`src/tsr_map.svh`:
```
// register offsets, field positions and reset values of the sensor register map
// assumes: included by bare name from every file that decodes the map
`ifndef TSR_MAP_SVH
`define TSR_MAP_SVH

// ---------------------------------------------------------------
// register offsets
// ---------------------------------------------------------------
`define TSR_ADDR_TEMP_MSB 8'h00
`define TSR_ADDR_TEMP_LSB 8'h01
`define TSR_ADDR_STATUS 8'h02
`define TSR_ADDR_CONFIG 8'h03
`define TSR_ADDR_UPPER_MSB 8'h04
`define TSR_ADDR_UPPER_LSB 8'h05
`define TSR_ADDR_LOWER_MSB 8'h06
`define TSR_ADDR_LOWER_LSB 8'h07
`define TSR_ADDR_CRIT_MSB 8'h08
`define TSR_ADDR_CRIT_LSB 8'h09
`define TSR_ADDR_HYST 8'h0A
`define TSR_ADDR_IDENT 8'h0B
`define TSR_ADDR_SOFT_RESET 8'h2F

// ---------------------------------------------------------------
// reset values
// ---------------------------------------------------------------
`define TSR_RST_POINTER 8'h00
`define TSR_RST_CONFIG 8'h00
`define TSR_RST_UPPER_MSB 8'h20
`define TSR_RST_UPPER_LSB 8'h00
`define TSR_RST_LOWER_MSB 8'h05
`define TSR_RST_LOWER_LSB 8'h00
`define TSR_RST_CRIT_MSB 8'h49
`define TSR_RST_CRIT_LSB 8'h80
`define TSR_RST_HYST 8'h05
`define TSR_RST_TEMP 16'h0000
// value is arbitrary
`define TSR_IDENT_VALUE 8'h5A
// answer to the write-only location and to unmapped offsets
`define TSR_READ_FILL 8'h00

// ---------------------------------------------------------------
// configuration and status fields
// ---------------------------------------------------------------
`define TSR_CFG_FAULTQ_LSB 0
`define TSR_CFG_CT_POL 2
`define TSR_CFG_INT_POL 3
`define TSR_CFG_CMP_MODE 4
`define TSR_CFG_OPMODE_LSB 5
`define TSR_CFG_RES16 7
`define TSR_STAT_LOW 4
`define TSR_STAT_HIGH 5
`define TSR_STAT_CRIT 6
`define TSR_STAT_RDY_N 7
// one hysteresis step is one degree, 128 counts of the 16-bit word
`define TSR_HYST_SHIFT 7

`endif

```
`src/tsr_pkg.sv`:
```
// types shared by the sensor register map and its limit comparator
// assumes: nothing beyond a SystemVerilog compiler
package tsr_pkg;

  typedef logic [7:0] tsr_byte_t;
  typedef logic [15:0] tsr_word_t;

  // operation mode field encoding
  typedef enum logic [1:0] {
    TSR_MODE_CONT = 2'h0,
    TSR_MODE_ONESHOT = 2'h1,
    TSR_MODE_ONESPS = 2'h2,
    TSR_MODE_SHUTDOWN = 2'h3
  } tsr_opmode_e;

  // write phase of a host transaction
  typedef enum logic {
    TSR_PH_POINTER,
    TSR_PH_DATA
  } tsr_phase_e;

endpackage

```
`src/tsr_cmp_if.sv`:
```
// signals between the register map and its limit comparator
// assumes: tsr_pkg compiled first
interface tsr_cmp_if;
  tsr_pkg::tsr_word_t sample;
  tsr_pkg::tsr_word_t upper;
  tsr_pkg::tsr_word_t lower;
  tsr_pkg::tsr_word_t crit;
  tsr_pkg::tsr_byte_t hyst;
  logic res16;
  logic belowLow;
  logic aboveHigh;
  logic aboveCrit;
  logic clearLow;
  logic clearHigh;
  logic clearCrit;

  modport eval (
    input sample, upper, lower, crit, hyst, res16,
    output belowLow, aboveHigh, aboveCrit, clearLow, clearHigh, clearCrit
  );
  modport user (
    output sample, upper, lower, crit, hyst, res16,
    input belowLow, aboveHigh, aboveCrit, clearLow, clearHigh, clearCrit
  );
endinterface

```
`src/tsr_regs.sv`:
```
// host-visible register map of a digital temperature sensor
// assumes: a serial framer on clk delivers host bytes as single-cycle strobes,
// and the converter delivers each result as a one-cycle pulse on clk
`include "tsr_map.svh"

module tsr_regs (
  // clock and reset
  input wire logic clk,
  input wire logic reset_n,
  // host byte port
  input wire logic xferStart,
  input wire logic wrValid,
  input wire logic [7:0] wrData,
  input wire logic rdReq,
  output logic [7:0] rdData,
  output logic rdValid,
  // converter result
  input wire logic convValid,
  input wire logic [15:0] convData,
  // configuration to the converter and alarm pins
  output logic [1:0] opMode,
  output logic [1:0] faultQueue,
  output logic ctPolarity,
  output logic intPolarity,
  output logic cmpMode,
  output logic res16,
  // alarm and ready state
  output logic lowAlarm,
  output logic highAlarm,
  output logic critAlarm,
  output logic readyN
);

  // ---------------------------------------------------------------
  // storage
  // ---------------------------------------------------------------
  tsr_pkg::tsr_byte_t ptr_r;
  tsr_pkg::tsr_phase_e phase_r;
  tsr_pkg::tsr_byte_t cfg_r;
  tsr_pkg::tsr_byte_t upperHi_r;
  tsr_pkg::tsr_byte_t upperLo_r;
  tsr_pkg::tsr_byte_t lowerHi_r;
  tsr_pkg::tsr_byte_t lowerLo_r;
  tsr_pkg::tsr_byte_t critHi_r;
  tsr_pkg::tsr_byte_t critLo_r;
  tsr_pkg::tsr_byte_t hyst_r;
  tsr_pkg::tsr_word_t temp_r;
  logic lowFlag_r;
  logic highFlag_r;
  logic critFlag_r;
  logic statLow_r;
  logic statHigh_r;
  logic statCrit_r;
  logic rdyN_r;
  tsr_pkg::tsr_byte_t rdData_r;
  logic rdValid_r;

  logic ptrWr;
  logic dataWr;
  logic softRst;
  logic cfgWr;
  logic statusRead;
  logic tempRead;
  logic rdyRestore;
  tsr_pkg::tsr_opmode_e newMode;
  tsr_pkg::tsr_byte_t rdMux;

  tsr_cmp_if cmp ();

  // ---------------------------------------------------------------
  // limit comparator on each incoming result
  // ---------------------------------------------------------------
  assign cmp.sample = convData;
  assign cmp.upper = {upperHi_r, upperLo_r};
  assign cmp.lower = {lowerHi_r, lowerLo_r};
  assign cmp.crit = {critHi_r, critLo_r};
  assign cmp.hyst = hyst_r;
  assign cmp.res16 = cfg_r[`TSR_CFG_RES16];

  tsr_limit_cmp uCmp (
    .cmp(cmp)
  );

  // ---------------------------------------------------------------
  // host access decode
  // ---------------------------------------------------------------
  // first byte of a write transaction is the pointer
  assign ptrWr = wrValid && (phase_r == tsr_pkg::TSR_PH_POINTER);
  assign dataWr = wrValid && (phase_r == tsr_pkg::TSR_PH_DATA);
  assign softRst = dataWr && (ptr_r == `TSR_ADDR_SOFT_RESET);
  assign cfgWr = dataWr && (ptr_r == `TSR_ADDR_CONFIG);
  assign statusRead = rdReq && (ptr_r == `TSR_ADDR_STATUS);
  assign tempRead = rdReq && ((ptr_r == `TSR_ADDR_TEMP_MSB) ||
                              (ptr_r == `TSR_ADDR_TEMP_LSB));
  assign newMode = tsr_pkg::tsr_opmode_e'(wrData[`TSR_CFG_OPMODE_LSB +: 2]);
  // ready goes back to not-ready on a temperature read or a one-shot or one-SPS mode write
  assign rdyRestore = tempRead ||
                      (cfgWr && ((newMode == tsr_pkg::TSR_MODE_ONESHOT) ||
                                 (newMode == tsr_pkg::TSR_MODE_ONESPS)));

  // ---------------------------------------------------------------
  // transaction phase and address pointer
  // ---------------------------------------------------------------
  // phase returns to pointer at every transaction start
  always_ff @(posedge clk or negedge reset_n) begin
    if (!reset_n) begin
      phase_r <= tsr_pkg::TSR_PH_POINTER;
    end else if (xferStart) begin
      phase_r <= tsr_pkg::TSR_PH_POINTER;
    end else if (ptrWr) begin
      phase_r <= tsr_pkg::TSR_PH_DATA;
    end
  end

  // pointer load, soft reset and high-to-low byte advance
  always_ff @(posedge clk or negedge reset_n) begin
    if (!reset_n) begin
      ptr_r <= `TSR_RST_POINTER;
    end else if (softRst) begin
      ptr_r <= `TSR_RST_POINTER;
    end else if (ptrWr) begin
      ptr_r <= wrData;
    end else if (rdReq && (ptr_r == `TSR_ADDR_TEMP_MSB)) begin
      ptr_r <= `TSR_ADDR_TEMP_LSB;
    end
  end

  // ---------------------------------------------------------------
  // writable registers
  // ---------------------------------------------------------------
  // configuration, limits and hysteresis; read-only offsets are not decoded here
  always_ff @(posedge clk or negedge reset_n) begin
    if (!reset_n) begin
      cfg_r <= `TSR_RST_CONFIG;
      upperHi_r <= `TSR_RST_UPPER_MSB;
      upperLo_r <= `TSR_RST_UPPER_LSB;
      lowerHi_r <= `TSR_RST_LOWER_MSB;
      lowerLo_r <= `TSR_RST_LOWER_LSB;
      critHi_r <= `TSR_RST_CRIT_MSB;
      critLo_r <= `TSR_RST_CRIT_LSB;
      hyst_r <= `TSR_RST_HYST;
    end else if (softRst) begin
      cfg_r <= `TSR_RST_CONFIG;
      upperHi_r <= `TSR_RST_UPPER_MSB;
      upperLo_r <= `TSR_RST_UPPER_LSB;
      lowerHi_r <= `TSR_RST_LOWER_MSB;
      lowerLo_r <= `TSR_RST_LOWER_LSB;
      critHi_r <= `TSR_RST_CRIT_MSB;
      critLo_r <= `TSR_RST_CRIT_LSB;
      hyst_r <= `TSR_RST_HYST;
    end else if (dataWr) begin
      case (ptr_r)
        `TSR_ADDR_CONFIG: begin
          cfg_r <= wrData;
        end
        `TSR_ADDR_UPPER_MSB: begin
          upperHi_r <= wrData;
        end
        `TSR_ADDR_UPPER_LSB: begin
          upperLo_r <= wrData;
        end
        `TSR_ADDR_LOWER_MSB: begin
          lowerHi_r <= wrData;
        end
        `TSR_ADDR_LOWER_LSB: begin
          lowerLo_r <= wrData;
        end
        `TSR_ADDR_CRIT_MSB: begin
          critHi_r <= wrData;
        end
        `TSR_ADDR_CRIT_LSB: begin
          critLo_r <= wrData;
        end
        `TSR_ADDR_HYST: begin
          hyst_r <= wrData;
        end
        default: begin
          cfg_r <= cfg_r;
        end
      endcase
    end
  end

  // ---------------------------------------------------------------
  // temperature result and its live flag bits
  // ---------------------------------------------------------------
  // result word and level flags are caught together on each conversion
  always_ff @(posedge clk or negedge reset_n) begin
    if (!reset_n) begin
      temp_r <= `TSR_RST_TEMP;
      lowFlag_r <= 1'b0;
      highFlag_r <= 1'b0;
      critFlag_r <= 1'b0;
    end else if (convValid) begin
      temp_r <= convData;
      lowFlag_r <= cmp.belowLow;
      highFlag_r <= cmp.aboveHigh;
      critFlag_r <= cmp.aboveCrit;
    end
  end

  // ---------------------------------------------------------------
  // sticky alarm flags, a new crossing beats a clear in the same cycle
  // ---------------------------------------------------------------
  always_ff @(posedge clk or negedge reset_n) begin
    if (!reset_n) begin
      statLow_r <= 1'b0;
    end else if (convValid && cmp.belowLow) begin
      statLow_r <= 1'b1;
    end else if (statusRead || (convValid && cmp.clearLow)) begin
      statLow_r <= 1'b0;
    end
  end

  always_ff @(posedge clk or negedge reset_n) begin
    if (!reset_n) begin
      statHigh_r <= 1'b0;
    end else if (convValid && cmp.aboveHigh) begin
      statHigh_r <= 1'b1;
    end else if (statusRead || (convValid && cmp.clearHigh)) begin
      statHigh_r <= 1'b0;
    end
  end

  always_ff @(posedge clk or negedge reset_n) begin
    if (!reset_n) begin
      statCrit_r <= 1'b0;
    end else if (convValid && cmp.aboveCrit) begin
      statCrit_r <= 1'b1;
    end else if (statusRead || (convValid && cmp.clearCrit)) begin
      statCrit_r <= 1'b0;
    end
  end

  // active-low ready: drops on a new result, a new result wins over restore
  always_ff @(posedge clk or negedge reset_n) begin
    if (!reset_n) begin
      rdyN_r <= 1'b1;
    end else if (convValid) begin
      rdyN_r <= 1'b0;
    end else if (rdyRestore) begin
      rdyN_r <= 1'b1;
    end
  end

  // ---------------------------------------------------------------
  // read path
  // ---------------------------------------------------------------
  // read select by pointer
  always_comb begin
    case (ptr_r)
      `TSR_ADDR_TEMP_MSB: rdMux = temp_r[15:8];
      `TSR_ADDR_TEMP_LSB: rdMux = cfg_r[`TSR_CFG_RES16] ? temp_r[7:0] :
                                  {temp_r[7:3], critFlag_r, highFlag_r, lowFlag_r};
      `TSR_ADDR_STATUS: rdMux = {rdyN_r, statCrit_r, statHigh_r, statLow_r, 4'h0};
      `TSR_ADDR_CONFIG: rdMux = cfg_r;
      `TSR_ADDR_UPPER_MSB: rdMux = upperHi_r;
      `TSR_ADDR_UPPER_LSB: rdMux = upperLo_r;
      `TSR_ADDR_LOWER_MSB: rdMux = lowerHi_r;
      `TSR_ADDR_LOWER_LSB: rdMux = lowerLo_r;
      `TSR_ADDR_CRIT_MSB: rdMux = critHi_r;
      `TSR_ADDR_CRIT_LSB: rdMux = critLo_r;
      `TSR_ADDR_HYST: rdMux = hyst_r;
      `TSR_ADDR_IDENT: rdMux = `TSR_IDENT_VALUE;
      default: rdMux = `TSR_READ_FILL;
    endcase
  end

  // read data register and its one-cycle valid
  always_ff @(posedge clk or negedge reset_n) begin
    if (!reset_n) begin
      rdData_r <= 8'h00;
      rdValid_r <= 1'b0;
    end else begin
      rdValid_r <= rdReq;
      if (rdReq) begin
        rdData_r <= rdMux;
      end
    end
  end

  // ---------------------------------------------------------------
  // outputs
  // ---------------------------------------------------------------
  assign rdData = rdData_r;
  assign rdValid = rdValid_r;
  assign opMode = cfg_r[`TSR_CFG_OPMODE_LSB +: 2];
  assign faultQueue = cfg_r[`TSR_CFG_FAULTQ_LSB +: 2];
  assign ctPolarity = cfg_r[`TSR_CFG_CT_POL];
  assign intPolarity = cfg_r[`TSR_CFG_INT_POL];
  assign cmpMode = cfg_r[`TSR_CFG_CMP_MODE];
  assign res16 = cfg_r[`TSR_CFG_RES16];
  assign lowAlarm = statLow_r;
  assign highAlarm = statHigh_r;
  assign critAlarm = statCrit_r;
  assign readyN = rdyN_r;

  // ---------------------------------------------------------------
  // checks
  // ---------------------------------------------------------------
  AST_TEMP_RO: assert property (@(posedge clk) disable iff (!reset_n)
    (dataWr && (ptr_r == `TSR_ADDR_TEMP_MSB) && !convValid) |=> $stable(temp_r))
    else $error("temperature changed on a host write");

  AST_READ_SRST: assert property (@(posedge clk) disable iff (!reset_n)
    (rdReq && (ptr_r == `TSR_ADDR_SOFT_RESET)) |=> (rdValid && rdData == `TSR_READ_FILL))
    else $error("soft reset location read wrong");

  AST_IDENT_READ: assert property (@(posedge clk) disable iff (!reset_n)
    (rdReq && (ptr_r == `TSR_ADDR_IDENT)) |=> (rdValid && rdData == `TSR_IDENT_VALUE))
    else $error("identification read wrong");

  AST_PTR_ADVANCE: assert property (@(posedge clk) disable iff (!reset_n)
    (rdReq && (ptr_r == `TSR_ADDR_TEMP_MSB) && !softRst && !ptrWr)
      |=> (ptr_r == `TSR_ADDR_TEMP_LSB) ##0 (rdData == $past(temp_r[15:8])))
    else $error("pointer did not advance after high byte");

  AST_SRST_DEFAULTS: assert property (@(posedge clk) disable iff (!reset_n)
    softRst |=> (ptr_r == `TSR_RST_POINTER && critLo_r == `TSR_RST_CRIT_LSB &&
                 upperHi_r == `TSR_RST_UPPER_MSB && hyst_r == `TSR_RST_HYST))
    else $error("soft reset left a register off its default");

  AST_FLAG_BITS: assert property (@(posedge clk) disable iff (!reset_n)
    (rdValid_r && ($past(ptr_r) == `TSR_ADDR_TEMP_LSB) && !$past(cfg_r[`TSR_CFG_RES16]))
      |-> (rdData_r[2:0] == {$past(critFlag_r), $past(highFlag_r), $past(lowFlag_r)}))
    else $error("13-bit low byte does not carry alarm flags");

  AST_CRIT_SET: assert property (@(posedge clk) disable iff (!reset_n)
    (convValid && cmp.aboveCrit) |=> (statCrit_r && critFlag_r) [*1] ##1 1'b1)
    else $error("critical crossing not flagged");

  AST_STAT_CLEAR: assert property (@(posedge clk) disable iff (!reset_n)
    (statusRead && !convValid) |=> !(statLow_r || statHigh_r || statCrit_r))
    else $error("status read did not clear alarms");

  AST_RDY_DROP: assert property (@(posedge clk) disable iff (!reset_n)
    convValid |=> !readyN)
    else $error("ready did not drop on a new result");

  AST_RDY_RESTORE: assert property (@(posedge clk) disable iff (!reset_n)
    (tempRead && !convValid) |=> readyN)
    else $error("temperature read did not restore ready");

endmodule

```
`src/tsr_limit_cmp.sv`:
```
// combinational compare of a sample against the three limits with hysteresis
// assumes: words are twos complement, low three bits ignored in 13-bit mode
module tsr_limit_cmp (
  tsr_cmp_if.eval cmp
);

  // ---------------------------------------------------------------
  // helpers
  // ---------------------------------------------------------------
  // widen a word to a signed number, masking flag bits in 13-bit mode
  function automatic logic signed [17:0] toNum(input logic [15:0] w, input logic r16);
    logic [15:0] m;
    m = r16 ? w : {w[15:3], 3'h0};
    toNum = {{2{m[15]}}, m};
  endfunction

  logic signed [17:0] sNum;
  logic signed [17:0] loNum;
  logic signed [17:0] hiNum;
  logic signed [17:0] crNum;
  logic signed [17:0] hyNum;

  // operands
  assign sNum = toNum(cmp.sample, cmp.res16);
  assign loNum = toNum(cmp.lower, cmp.res16);
  assign hiNum = toNum(cmp.upper, cmp.res16);
  assign crNum = toNum(cmp.crit, cmp.res16);
  assign hyNum = {7'h00, cmp.hyst[3:0], 7'h00};

  // limit crossings and return-inside-hysteresis tests
  assign cmp.belowLow = sNum < loNum;
  assign cmp.aboveHigh = sNum > hiNum;
  assign cmp.aboveCrit = sNum > crNum;
  assign cmp.clearLow = sNum >= (loNum + hyNum);
  assign cmp.clearHigh = sNum <= (hiNum - hyNum);
  assign cmp.clearCrit = sNum <= (crNum - hyNum);

endmodule

```
`config.mk`:
```
export PLATFORM = sky130hd
export DESIGN_NAME = tsr_regs
export DESIGN_NICKNAME = d
export VERILOG_FILES = /design/src/tsr_pkg.sv /design/src/tsr_cmp_if.sv /design/src/tsr_regs.sv /design/src/tsr_limit_cmp.sv
export VERILOG_INCLUDE_DIRS = /design/src
export SDC_FILE = /design/constraint.sdc
export NUM_CORES = 1
export LEC_CHECK = 0
export BUFFER_PORTS_ARGS = -buffer_cell sky130_fd_sc_hd__buf_2
export CORE_ASPECT_RATIO = 1.5
export CORE_MARGIN = 4
export CORE_UTILIZATION = 45
export CTS_CLUSTER_DIAMETER = 150
export DETAILED_ROUTE_END_ITERATION = 8
export GPL_TIMING_DRIVEN = 0
export PLACE_DENSITY = 0.62
export SYNTH_ARGS = -nofsm -noshare
export SYNTH_HDL_FRONTEND = slang
export SYNTH_SLANG_ARGS = --single-unit
```
`constraint.sdc`:
```
create_clock -name clk -period 3.35 [get_ports clk]
set_clock_uncertainty 0.05 [all_clocks]
set_input_delay 0.5025 -clock clk [delete_from_list [all_inputs] [get_ports clk]]
set_output_delay 0.5025 -clock clk [all_outputs]
set_load 0.05 [all_outputs]
```
Yosys cells after proc, flatten, opt, wreduce, memory -nomap -nowiden
Cells that the tools add are included.
{"block": "word_totals", "register_bits": 105}
{"block": "classes", "add_sub_neg": 3, "order_cmp": 6, "n_eq_ne": 14, "mux": 43, "n_bitwise": 1, "reduce_logical": 44}
{"cell": "$mux 8", "count": 27}
{"cell": "$pmux 8 s12", "count": 1}
{"cell": "$le 16x17->1", "count": 2}
{"cell": "$sub 16x12->17", "count": 2}
{"cell": "$eq 8x3->1 const B", "count": 4}
{"cell": "$eq 8x4->1 const B", "count": 4}
{"cell": "$gt 16x16->1", "count": 2}
{"cell": "$reduce_bool 2->1", "count": 14}
{"cell": "$add 16x12->17", "count": 1}
{"cell": "$ge 16x17->1", "count": 1}
{"cell": "$eq 8x2->1 const B", "count": 2}
{"cell": "$lt 16x16->1", "count": 1}
{"cell": "$reduce_and 2->1", "count": 8}
{"cell": "$mux 3", "count": 5}
{"cell": "$logic_and 1x1->1", "count": 14}
{"cell": "$mux 1", "count": 10}
{"cell": "$eq 8x1->1 const B", "count": 1}
{"cell": "$eq 8x6->1 const B", "count": 1}
{"cell": "$logic_not 8->1", "count": 1}
{"cell": "$logic_or 1x1->1", "count": 6}
{"cell": "$reduce_bool 3->1", "count": 1}
{"cell": "$eq 2x1->1 const B", "count": 1}
{"cell": "$eq 2x2->1 const B", "count": 1}
{"cell": "$not 1->1", "count": 1}

Longest topological paths before layout
Gate-level depths: netlist (run 1).
{"block": "depth", "depth_word": 7, "ltp_mapped": 16}

By module
Synthesis (run 1) repeated with hierarchy kept, for this count alone.
{"block": "unflattened", "cells_unflattened": 825, "area_unflattened_um2": 7997.7}
{"mod": "tsr_regs", "instances": 1, "cells_each": 468, "area_per_inst_um2": 5331.4}
{"mod": "tsr_limit_cmp", "instances": 1, "cells_each": 357, "area_per_inst_um2": 2666.3}

Worst setup path after synthesis (run 1)
Ideal clock, no wire load.
{"block": "synth_timing", "path_type": "register to register", "startpoint": "register hyst_r[1] (netlist: cmp.hyst[1])", "endpoint": "register statHigh_r (netlist: highAlarm)", "arrival_time_ns": 3.196, "path_slack_ns": -0.016, "path_stages_with_launch": 13, "path_buffers": 0, "period_less_slack_ns": 3.366, "cell_sequence": "dfrtp_1 inv_1 ha_1 a21o_1 a21o_1 a211oi_1 nand3_1 xnor2_1 ha_1 nand4_1 or4_1 o311a_1 a31o_2"}
{"block": "synth_between", "elab_chain_len": 5}
{"item": "start: declaration", "line_no": "tsr_regs.sv:46", "rtl": "tsr_pkg::tsr_byte_t hyst_r;"}
{"item": "start signal: assignment", "line_no": "tsr_regs.sv:141", "rtl": "hyst_r <= `TSR_RST_HYST;"}
{"item": "start signal: assignment", "line_no": "tsr_regs.sv:150", "rtl": "hyst_r <= `TSR_RST_HYST;"}
{"item": "start signal: assignment", "line_no": "tsr_regs.sv:175", "rtl": "hyst_r <= wrData;"}
{"item": "$sub 16x12->17", "line_no": "tsr_limit_cmp.sv:35", "rtl": "assign cmp.clearHigh = sNum <= (hiNum - hyNum);"}
{"item": "$le 16x17->1", "line_no": "tsr_limit_cmp.sv:35"}
{"item": "$logic_and 1x1->1", "line_no": "tsr_regs.sv:220", "rtl": "end else if (statusRead || (convValid && cmp.clearHigh)) begin"}
{"item": "$logic_or 1x1->1", "line_no": "tsr_regs.sv:220"}
{"item": "$reduce_bool 2->1 (no source line)"}
{"item": "end signal: assignment", "line_no": "tsr_regs.sv:217", "rtl": "statHigh_r <= 1'b0;"}
{"item": "end signal: assignment", "line_no": "tsr_regs.sv:219", "rtl": "statHigh_r <= 1'b1;"}
{"item": "end signal: assignment", "line_no": "tsr_regs.sv:221", "rtl": "statHigh_r <= 1'b0;"}
{"item": "end: declaration", "line_no": "tsr_regs.sv:52", "rtl": "logic statHigh_r;"}
Every way passes these cells.
A chain may end at the register's enable or synchronous reset.

Final worst setup path (run 1)
{"block": "layout_timing", "startpoint": "register hyst_r[0] (netlist: cmp.hyst[0])", "endpoint": "register statHigh_r (netlist: highAlarm)"}
Same word-level chain as after synthesis.

==> results of run 1 <==
==> critical path, delay by kind of cell, from the launching register on <==
family,cells,cell delay (ps)
xor+xnor,1,170
fa+ha+maj,3,830
simple gates,5,920
compound gates,3,730
buf+inv,1,60
flops,1,600
==> sequential cells by signal, summed over array words and instances, names as in the netlist <==
register / cells
readyN: 1
highFlag_r: 1
critAlarm: 1
ptr_r: 8
cfg_r: 8
lowFlag_r: 1
lowAlarm: 1
upperHi_r: 8
temp_r: 16
cmp.hyst: 8
lowerHi_r: 8
critHi_r: 8
upperLo_r: 8
rdValid: 1
rdData: 8
lowerLo_r: 8
critLo_r: 8
phase_r: 1
critFlag_r: 1
highAlarm: 1
==> stage by stage <==
step / TNS (ps) / power [mW] / cells
CTS: -71.55 / 3.944 / 1100
finish: -199.7 / 3.978 / 1105
global placement: -873.2 / 2.811 / 1072
detailed placement: -826.1 / 2.835 / 1073
global route: -596.8 / 4.208 / 1105
floorplan: 0 / 2.418 / 821
==> metal layers <==
| layer | track usage, % | vias up | routed length (um) |
|---|---|---|---|
| li1 | - | 3084 | - |
| met1 | 32.36 | 3288 | 10100 |
| met2 | 45.91 | 207 | 12510 |
| met3 | 4.459 | 91 | 1249 |
| met4 | 18.14 | 0 | 1956 |
| met5 | 0 | - | 0 |
==> area by class of cell <==
type / instances / area [sq um] / area share (%)
plain buffers: 41 / 163.9 / 1.868
repair buffers: 58 / 371.6 / 4.235
inverters: 64 / 246.5 / 2.809
well taps: 210 / 262.8 / 2.994
clock inverters: 6 / 61.31 / 0.6987
flip-flops and latches: 105 / 2641 / 30.10
clock buffers: 10 / 229.0 / 2.609
multi-input cells: 611 / 4798 / 54.68
==> cells in the final DEF (no fill, tap or decap), types with 11 or more instances in the layout <==
cell type and instances:
o21ai_0 23, xnor2_1 16, mux2i_1 64, a21o_1 11, nand4_1 15, a21oi_1 38, ha_1 86, mux2_2 22
buf_4 16, buf_2 45, nand2_1 65, o22ai_1 11, clkbuf_1 33, dfrtp_1 94, o211ai_1 13, nand3_1 18
inv_1 61, nor2_1 86
==> power breakdown <==
part           total (mW)  switching (mW)  internal [mW]
clock                1.05           0.524          0.522
sequential           1.54           0.136           1.41
combinational        1.39           0.835          0.552
==> logic make-up after synthesis <==
group	after synthesis	share of synthesized area, %
flip-flops	105	34.38
buffers and inverters	105	5.263
adder cells (fa/ha/maj)	93	15.45
AND/OR/NAND/NOR	256	16.12
XOR/XNOR	20	2.281
AO/OA/AOI/OAI	150	13.18
multiplexers	92	13.33
==> worst paths after layout <==
kind,from,end,slack (ps),cells past startpoint
min in group clk,xferStart,phase_r$_DFFE_PN0P_,230,2
worst max-delay path,cmp.hyst[0]$_DFFE_PN1P_,highAlarm$_DFFE_PN0P_,-110,13
worst min-delay path,reset_n,critFlag_r$_DFFE_PN0P_,60,1
worst max register to register,cmp.hyst[0]$_DFFE_PN1P_,highAlarm$_DFFE_PN0P_,-110,13
max in group asynchronous,reset_n,lowerHi_r[2]$_DFFE_PN1P_,2410,2
worst min register to register,critFlag_r$_DFFE_PN0P_,critFlag_r$_DFFE_PN0P_,430,1
==> what timing repair did <==
| action | CTS | global route |
|---|---|---|
| endpoints found under the setup margin | 3 | 3 |
| setup buffers | 11 | 5 |
| pin swaps | 9 | 11 |
| cloned | 0 | 0 |
| gates resized for setup | 20 | 16 |
==> key figures, run 1 <==
Outcome
  – Status: finished with violations
  – Failing checks: setup timing

Synthesis
  – Cell count after synthesis: 821
  – Syn nets: 944
  – Post-synth top cells: 95 x dfrtp_1, 90 x ha_1, 87 x nor2_1
  – Seq/Total Area, Yosys: 34.38%
  – Ys async rst share: 100.0%
  – Mapped Avg Cell Area: 9.353 sq um
  – Synth top area share: 30.96%
  – Post-synth EDFFs: 0
  – Top_reg_cell synth: dfrtp_1
  – Post-synth cell types: 62
  – Area leader, netlist: dfrtp_1
  – Synth Register Bits: ~110
  – Post-Syn Area: 0.007679 sq mm
  – Largest cells by area after synthesis: dfrtp_1 31%, ha_1 15%, mux2i_1 8.3%, nor2_1 4.3%, dfstp_2 3.4%
  – Synthesis Warnings: 0
  – Most numerous cell in the Yosys netlist: dfrtp_1

Global routing
  – Largest net degree at the start of global routing: between 60 and 70
  – Global Route Usage Sum: 27.60%
  – Initial antenna violation count: 0
  – Vias in the first global route: between 6000 and 7000
  – First-pass GRT wire length: 39.72 mm
  – Total gr overflow: 0

CTS
  – CTS tree: done
  – Worst skew pair latency: 360 ps
  – Hold buffer count at cts: 0
  – Clock buffer count from CTS: 9
  – Clk slew on worst S/H paths: around 80 ps
  – H-Tree Depth: 3
  – Root Driver: clkbuf_16
  – Worst-case clock buffer depth: 2
  – CTS Sinks: around 110

Drt
  – DRC: 0
  – Post-DRT Antenna Nets: 0
  – DR pass1 iterations: 5
  – DR WL/cell: 23.36 um
  – Via-to-Cell Ratio: between 6 and 7
  – Total number of vias: 6670
  – Post-Route WL: 25.81 mm
  – Iter 0 DRT Violations: approximately 360

Critical path
  – Worst-path fanout max: 3
  – CP required: 3540 ps
  – CP Cell Sequence: ha_1 -> inv_1 -> fa_2 -> a21oi_2 -> nor2b_1 -> nor3_2 -> nand2_1 -> xnor2_1 -> ha_1 -> nand4_1 -> or4_4 -> o311a_1 -> a31o_2
  – Critical path class: reg -> reg
  – Setup crit end kind: flip-flop
  – CP dominant cell by count: ha_1
  – Worst setup SP type: flip-flop
  – CP arrival: 3660 ps
  – Slowest CP cell: dfstp_2
  – Max stage delay on crit path: 600 ps

Timing
  – Period minus WS final: 3462 ps
  – Worst Setup Slack, final: -112.5 ps
  – RSZ-0062 raised after global routing: yes
  – Worst hold slack: 57.41 ps
  – Final period util: 103.4%
  – Worst-Margin Slew: roughly 1200 ps
  – Final Max Slew Viols: 0
  – Achievable frequency: 288.8 MHz
  – Slew Limit Headroom: 18.67%
  – Final hold vios: 0
  – Count of final setup violators: 3

Cells and area
  – Final #Nets: 1013
  – Layout cells sized above 1: 17.32%
  – Antenna diode count: 0
  – Filler cells: 1581
  – P&R area growth vs syn: 14.27%
  – Final instance area: 0.008775 sq mm
  – Fin util: 52.34%

Power
  – Worst VDD drop: 0.2559 mV
  – Leak: 3.832 nW
  – Power per cell area: 453.3 mW/mm^2

Placement
  – GPL Wtd Cong: 0.9256
  – Worst slack, placed: -400.4 ps
  – Post-place instance area: 0.008182 sq mm
  – Port bufs: 41
  – HPWL after detailed placement: 19.10 mm

Floorplan
  – Core region area: approximately 0.017 sq mm
  – Die Width: 114.7 um
  – Die Area: 0.01926 sq mm
  – Row count: 58
  – Initial Util: 45.81%
  – I/O Pins: 51
  – Die Y: ~170 um

Run
  – Max_cap viols: 0

Hold path
  – Min-Delay Path Class: in -> async
Note: power is estimated with default switching activity, not from simulation.
==> run 2: changes to the inputs <==
Settings changed: CORE_UTILIZATION 45 to 50, PLACE_DENSITY 0.62 to 0.67.
==> run 2 against run 1 <==
The run still ends with setup timing left. Clock power hardly changed. Die area is 9.4% lower. Fmax is 0.14% lower. Critical path depth is 1 higher. Worst setup slack worse by 4.8 ps. Wire length is 2.9% lower. Total power is 0.43% lower. Worst hold slack worse by 19 ps. Sequential power hardly changed. Core utilization is 5.8 points higher. Count of clock-buffer cells in the layout is 1 lower. Highest routed layer is now met5.
==> key figures, run 2 (same netlist as run 1, synthesis figures left out) <==
CTS
  – CTS Sinks: 105
  – Hold buffer count at cts: 0
  – Worst skew pair latency: 360 ps
  – Clk slew on worst S/H paths: 80 ps
  – CTS tree: done
  – Worst-case clock buffer depth: 2
  – Clock buffer count from CTS: 9
  – Root Driver: clkbuf_16
  – H-Tree Depth: 3

Drt
  – DRC: 0
  – Via-to-Cell Ratio: 6.095
  – Total number of vias: 6674
  – Post-Route WL: 25.07 mm
  – Post-DRT Antenna Nets: 0
  – DR WL/cell: about 23 um
  – Iter 0 DRT Violations: between 400 and 500
  – DR pass1 iterations: 5

Hold path
  – Min-Delay Path Class: in -> async

Power
  – Internal: 2.479 mW
  – NetSw: 1.482 mW
  – Clock group share of total power: between 20% and 30%
  – Worst VDD drop: 0.3866 mV
  – Sw frac: a little under two fifths
  – Power per cell area: between 400 and 500 mW/mm^2
  – Leak: 3.830 nW
  – Part of the power in registers: 39.0%
  – Comb pwr share: approximately a third

Timing
  – Worst-Margin Slew: 1195 ps
  – Count of final setup violators: 2
  – Final period util: 103.5%
  – Achievable frequency: approximately 290 MHz
  – RSZ-0062 raised after global routing: yes
  – Slew Limit Headroom: 19.60%
  – Worst hold slack: 38.84 ps
  – Final hold vios: 0
  – Period minus WS final: 3467 ps
  – Worst Setup Slack, final: -117.3 ps
  – Final Max Slew Viols: 0

Floorplan
  – Die Area: approximately 0.017 sq mm
  – Core region area: 0.01507 sq mm
  – Die Width: 109.2 um
  – Die Y: 159.8 um
  – I/O Pins: 51
  – Initial Util: 50.95%
  – Row count: between 50 and 60

Cells and area
  – Top reg by flops: temp_r
  – Layout Cells excl Fill: about 1100
  – Final #Nets: 1014
  – Antenna diode count: 0
  – Final instance area: 0.008766 sq mm
  – Filler cells: ~1400
  – Fin util: 58.17%
  – Most frequent cells in the layout: 94 x dfrtp_1, 86 x ha_1, 85 x nor2_1
  – Layout cells sized above 1: 17.30%
  – Number of flip-flops in the largest register: 16
  – P&R area growth vs syn: 14.16%
  – Commonest non-fill, non-tap cell in the layout: dfrtp_1

Outcome
  – Failing checks: setup timing
  – Status: finished with violations

Critical path
  – Setup crit start: cmp.hyst[0]$_DFFE_PN1P_
  – Worst setup SP type: flip-flop
  – Worst setup endpoint: highAlarm$_DFFE_PN0P_
  – CP arrival: 3670 ps
  – Critical path class: reg -> reg
  – R2R Path Start: cmp.hyst[0]$_DFFE_PN1P_
  – Worst reg-to-reg setup slack: -120 ps
  – CP required: roughly 3600 ps
  – FF-to-FF End: highAlarm$_DFFE_PN0P_
  – Setup crit end kind: flip-flop
  – Worst r2r path cells: 14
  – Worst-path fanout max: 3

Global routing
  – Vias in the first global route: 6693
  – Global Route Usage Sum: 29.57%
  – First-pass GRT wire length: 38.57 mm
  – Total gr overflow: 0
  – Initial antenna violation count: 1
  – Largest net degree at the start of global routing: 72

Placement
  – Port bufs: 41
  – DP Cell Count: 1062
  – Post-place instance area: around 0.0082 sq mm
  – Worst slack, placed: -395.9 ps
  – HPWL after detailed placement: 18.62 mm
  – GPL Wtd Cong: 0.9963

Run
  – Max_cap viols: 0
run 2: routing by layer:
layer	vias up	track usage [%]	wire (um)
li1	3096	-	-
met1	3208	37.22	9849
met2	275	48.46	12100
met3	93	3.720	1387
met4	2	16.56	1716
met5	-	0	12
run 2: through the flow:
stage | setup TNS, ps | total power [mW]
after global placement | -777.2 | 2.801
after global routing | -559.1 | 4.171
after CTS | -163.3 | 3.890
final | -142.2 | 3.961
after detailed placement | -796.0 | 2.826
after floorplan | 0 | 2.418
run 2: layout make-up:
cell class	instances	area [sq um]	area share, %
flip-flops and latches	105	2641	30.13
repair buffers	59	379.1	4.325
clock buffers	9	225.2	2.569
plain buffers	41	163.9	1.870
clock inverters	7	65.06	0.7422
inverters	64	247.7	2.826
multi-input cells	611	4795	54.70
well taps	199	249.0	2.840
run 2: worst min-delay path by stage:
stage / start / end / cells past startpoint
2_1_floorplan: reset_n / cfg_r[0]$_DFFE_PN0P_ / 0
4_1_cts: reset_n / rdData[1]$_DFFE_PN0P_ / 1
3_5_place_dp: critFlag_r$_DFFE_PN0P_ / critFlag_r$_DFFE_PN0P_ / 1
5_1_grt: reset_n / rdData[1]$_DFFE_PN0P_ / 1
6_report: reset_n / rdData[1]$_DFFE_PN0P_ / 1
3_3_place_gp: critFlag_r$_DFFE_PN0P_ / critFlag_r$_DFFE_PN0P_ / 1
run 2: power groups by stage:
stage	registers, mW	logic (mW)	clock network (mW)
6_report	1.54	1.38	1.04
5_1_grt	1.56	1.53	1.08
4_1_cts	1.54	1.31	1.04
3_5_place_dp	1.56	1.27	0
3_3_place_gp	1.56	1.24	0
2_1_floorplan	1.60	0.822	0
run 2: worst max-delay path, cell delays in order, from the launching register on:
cell	delay, ps
dfstp_2	580
buf_12	120
ha_4	120
inv_2	40
fa_2	340
a21oi_2	160
nor2b_2	70
nor3_2	140
nand2_1	120
xnor2_2	160
ha_1	290
nand4_1	120
or4_4	450
o311a_1	360
a31o_2	240
run 2: timing repair:
| action | in CTS | in global routing |
|---|---|---|
| setup endpoints to repair | 3 | 3 |
| setup buffers | 10 | 7 |
| gates resized for setup | 14 | 20 |
| pin swaps | 5 | 16 |
==> run 3: changes to the inputs <==
Settings changed: CELL_PAD_IN_SITES_DETAIL_PLACEMENT from default to 1, CELL_PAD_IN_SITES_GLOBAL_PLACEMENT from default to 1, CORE_UTILIZATION 50 to 43, GPL_ROUTABILITY_DRIVEN from default to 0, PLACE_DENSITY 0.67 to 0.74.
==> run 3 against run 2 <==
The run still ends with setup timing left. Cell count up 1.5%. Combinational power rose by 5%. Via count is 4.3% higher. Die area rose by 15%. Largest power group unchanged. Highest routed layer is now met4.
==> key figures, run 3 (same netlist as run 1, synthesis figures left out) <==
Timing
  – Final Max Slew Viols: 0
  – Worst hold slack: roughly 200 ps
  – Period minus WS final: 3492 ps
  – Achievable frequency: roughly 290 MHz
  – RSZ-0062 raised after global routing: yes
  – Count of final setup violators: 3
  – Worst-Margin Slew: 918.2 ps
  – Slew Limit Headroom: about two fifths
  – Final period util: 104.3%
  – Final hold vios: 0
  – Worst Setup Slack, final: -142.5 ps

Cells and area
  – Number of flip-flops in the largest register: 16
  – P&R area growth vs syn: 15.02%
  – Layout cells sized above 1: 18.15%
  – Fin util: about 50%
  – Commonest non-fill, non-tap cell in the layout: dfrtp_1
  – Top reg by flops: temp_r
  – Layout Cells excl Fill: roughly 1100
  – Most frequent cells in the layout: 94 x dfrtp_1, 85 x nor2_1, 85 x ha_1
  – Final #Nets: 1016
  – Antenna diode count: 0
  – Filler cells: between 2000 and 2500

Critical path
  – Setup crit end kind: flip-flop
  – CP Cell Sequence: clkinvlp_4 -> ha_4 -> a21o_1 -> a21o_1 -> a211oi_4 -> nand3_1 -> xnor2_1 -> ha_1 -> nand4_1 -> or4_4 -> o311a_1 -> a31o_2
  – Setup crit start: cmp.hyst[1]$_DFFE_PN0P_
  – CP required: 3540 ps
  – CP dominant cell by count: a21o_1
  – Worst path depth: 12
  – FF-to-FF End: highAlarm$_DFFE_PN0P_
  – Critical path class: reg -> reg
  – CP top delay family: compound AO/OA/AOI/OAI gates
  – Worst r2r path cells: 12
  – Max stage delay on crit path: 430 ps
  – Worst-path fanout max: 4
  – Slowest CP cell: or4_4
  – R2R Path Start: cmp.hyst[1]$_DFFE_PN0P_
  – CP Buf/Inv Count: 1
  – CP arrival: 3680 ps
  – Worst setup SP type: flip-flop
  – Worst reg-to-reg setup slack: -140 ps
  – Worst setup endpoint: highAlarm$_DFFE_PN0P_

Floorplan
  – Die Width: about 120 um
  – Die Area: 0.02010 sq mm
  – Core region area: 0.01742 sq mm
  – Initial Util: 44.07%
  – Die Y: roughly 170 um
  – I/O Pins: between 50 and 60
  – Row count: 59

Drt
  – DR WL/cell: 26.07 um
  – Post-DRT Antenna Nets: 0
  – Iter 0 DRT Violations: between 400 and 500
  – DR pass1 iterations: 5
  – Total number of vias: 6961
  – Post-Route WL: 28.96 mm
  – DRC: 0
  – Via-to-Cell Ratio: around 6.3

Placement
  – Port bufs: 41
  – Worst slack, placed: -530.1 ps
  – DP Cell Count: 1076
  – HPWL after detailed placement: 21.55 mm

CTS
  – Worst skew pair latency: about 350 ps
  – Clk slew on worst S/H paths: 80 ps
  – CTS Sinks: 105
  – Clock buffer count from CTS: 9
  – CTS tree: done
  – H-Tree Depth: 3
  – Root Driver: clkbuf_16
  – Worst-case clock buffer depth: 2

Power
  – Leak: about 3.9 nW
  – Power per cell area: 467.4 mW/mm^2
  – Worst VDD drop: 0.2175 mV

Global routing
  – Largest net degree at the start of global routing: ~70
  – Initial antenna violation count: 0
  – Total gr overflow: 0
  – Global Route Usage Sum: 29.47%
  – Vias in the first global route: 7569
  – First-pass GRT wire length: 43.77 mm

Outcome
  – Status: finished with violations
  – Failing checks: setup timing

Run
  – Max_cap viols: 0

Hold path
  – Min-Delay Path Class: in -> async
run 3: cell type report:
cell class              instances  area [sq um]  area share, %
well taps                     213         266.5          3.017
inverters                      64         247.7          2.805
clock inverters                 7         88.84          1.006
plain buffers                  40         160.2          1.813
clock buffers                   9         225.2          2.550
flip-flops and latches        105          2641          29.91
repair buffers                 62         392.9          4.448
multi-input cells             611          4810          54.46
run 3: what timing repair did:
action / in CTS / in global routing
resized for setup: 27 / 14
endpoints found under the setup margin: 3 / 4
hold buffers: 0 / 0
pin swaps: 7 / 12
buffers inserted: 11 / 9
run 3: power by group:
group	internal (mW)	leakage, nW	switching [mW]
Clock	0.596	0.155	0.525
Combinational	0.565	2.35	0.885
Sequential	1.41	1.35	0.149
Total	2.57	3.85	1.56
run 3: worst min-delay path by stage:
stage / slack, ps / start / cells after the start / to
floorplan: 160 / reset_n / 0 / cfg_r[0]$_DFFE_PN0P_
global placement: 410 / highFlag_r$_DFFE_PN0P_ / 1 / highFlag_r$_DFFE_PN0P_
detailed placement: 420 / critFlag_r$_DFFE_PN0P_ / 1 / critFlag_r$_DFFE_PN0P_
CTS: 240 / reset_n / 1 / critAlarm$_DFFE_PN0P_
global route: 250 / xferStart / 2 / phase_r$_DFFE_PN0P_
finish: 200 / reset_n / 1 / critFlag_r$_DFFE_PN0P_
run 3: stage by stage:
| step | TNS [ps] | instance area (sq um) | power, mW |
|---|---|---|---|
| after global routing | -579.3 | 8832 | 4.336 |
| final | -286.5 | 8832 | 4.128 |
| after detailed placement | -1043 | 8178 | 2.887 |
| after floorplan | 0 | 7684 | 2.418 |
| after CTS | -182.9 | 8697 | 4.069 |
| after global placement | -934.7 | 8155 | 2.803 |
run 3: layer usage:
layer | up-vias | GRT usage [%] | wire length (um)
met1 | 3527 | 35.29 | 11400
met5 | - | 0 | 0
li1 | 3093 | - | -
met2 | 235 | 50.46 | 14350
met4 | 0 | 16.92 | 2029
met3 | 106 | 3.379 | 1189
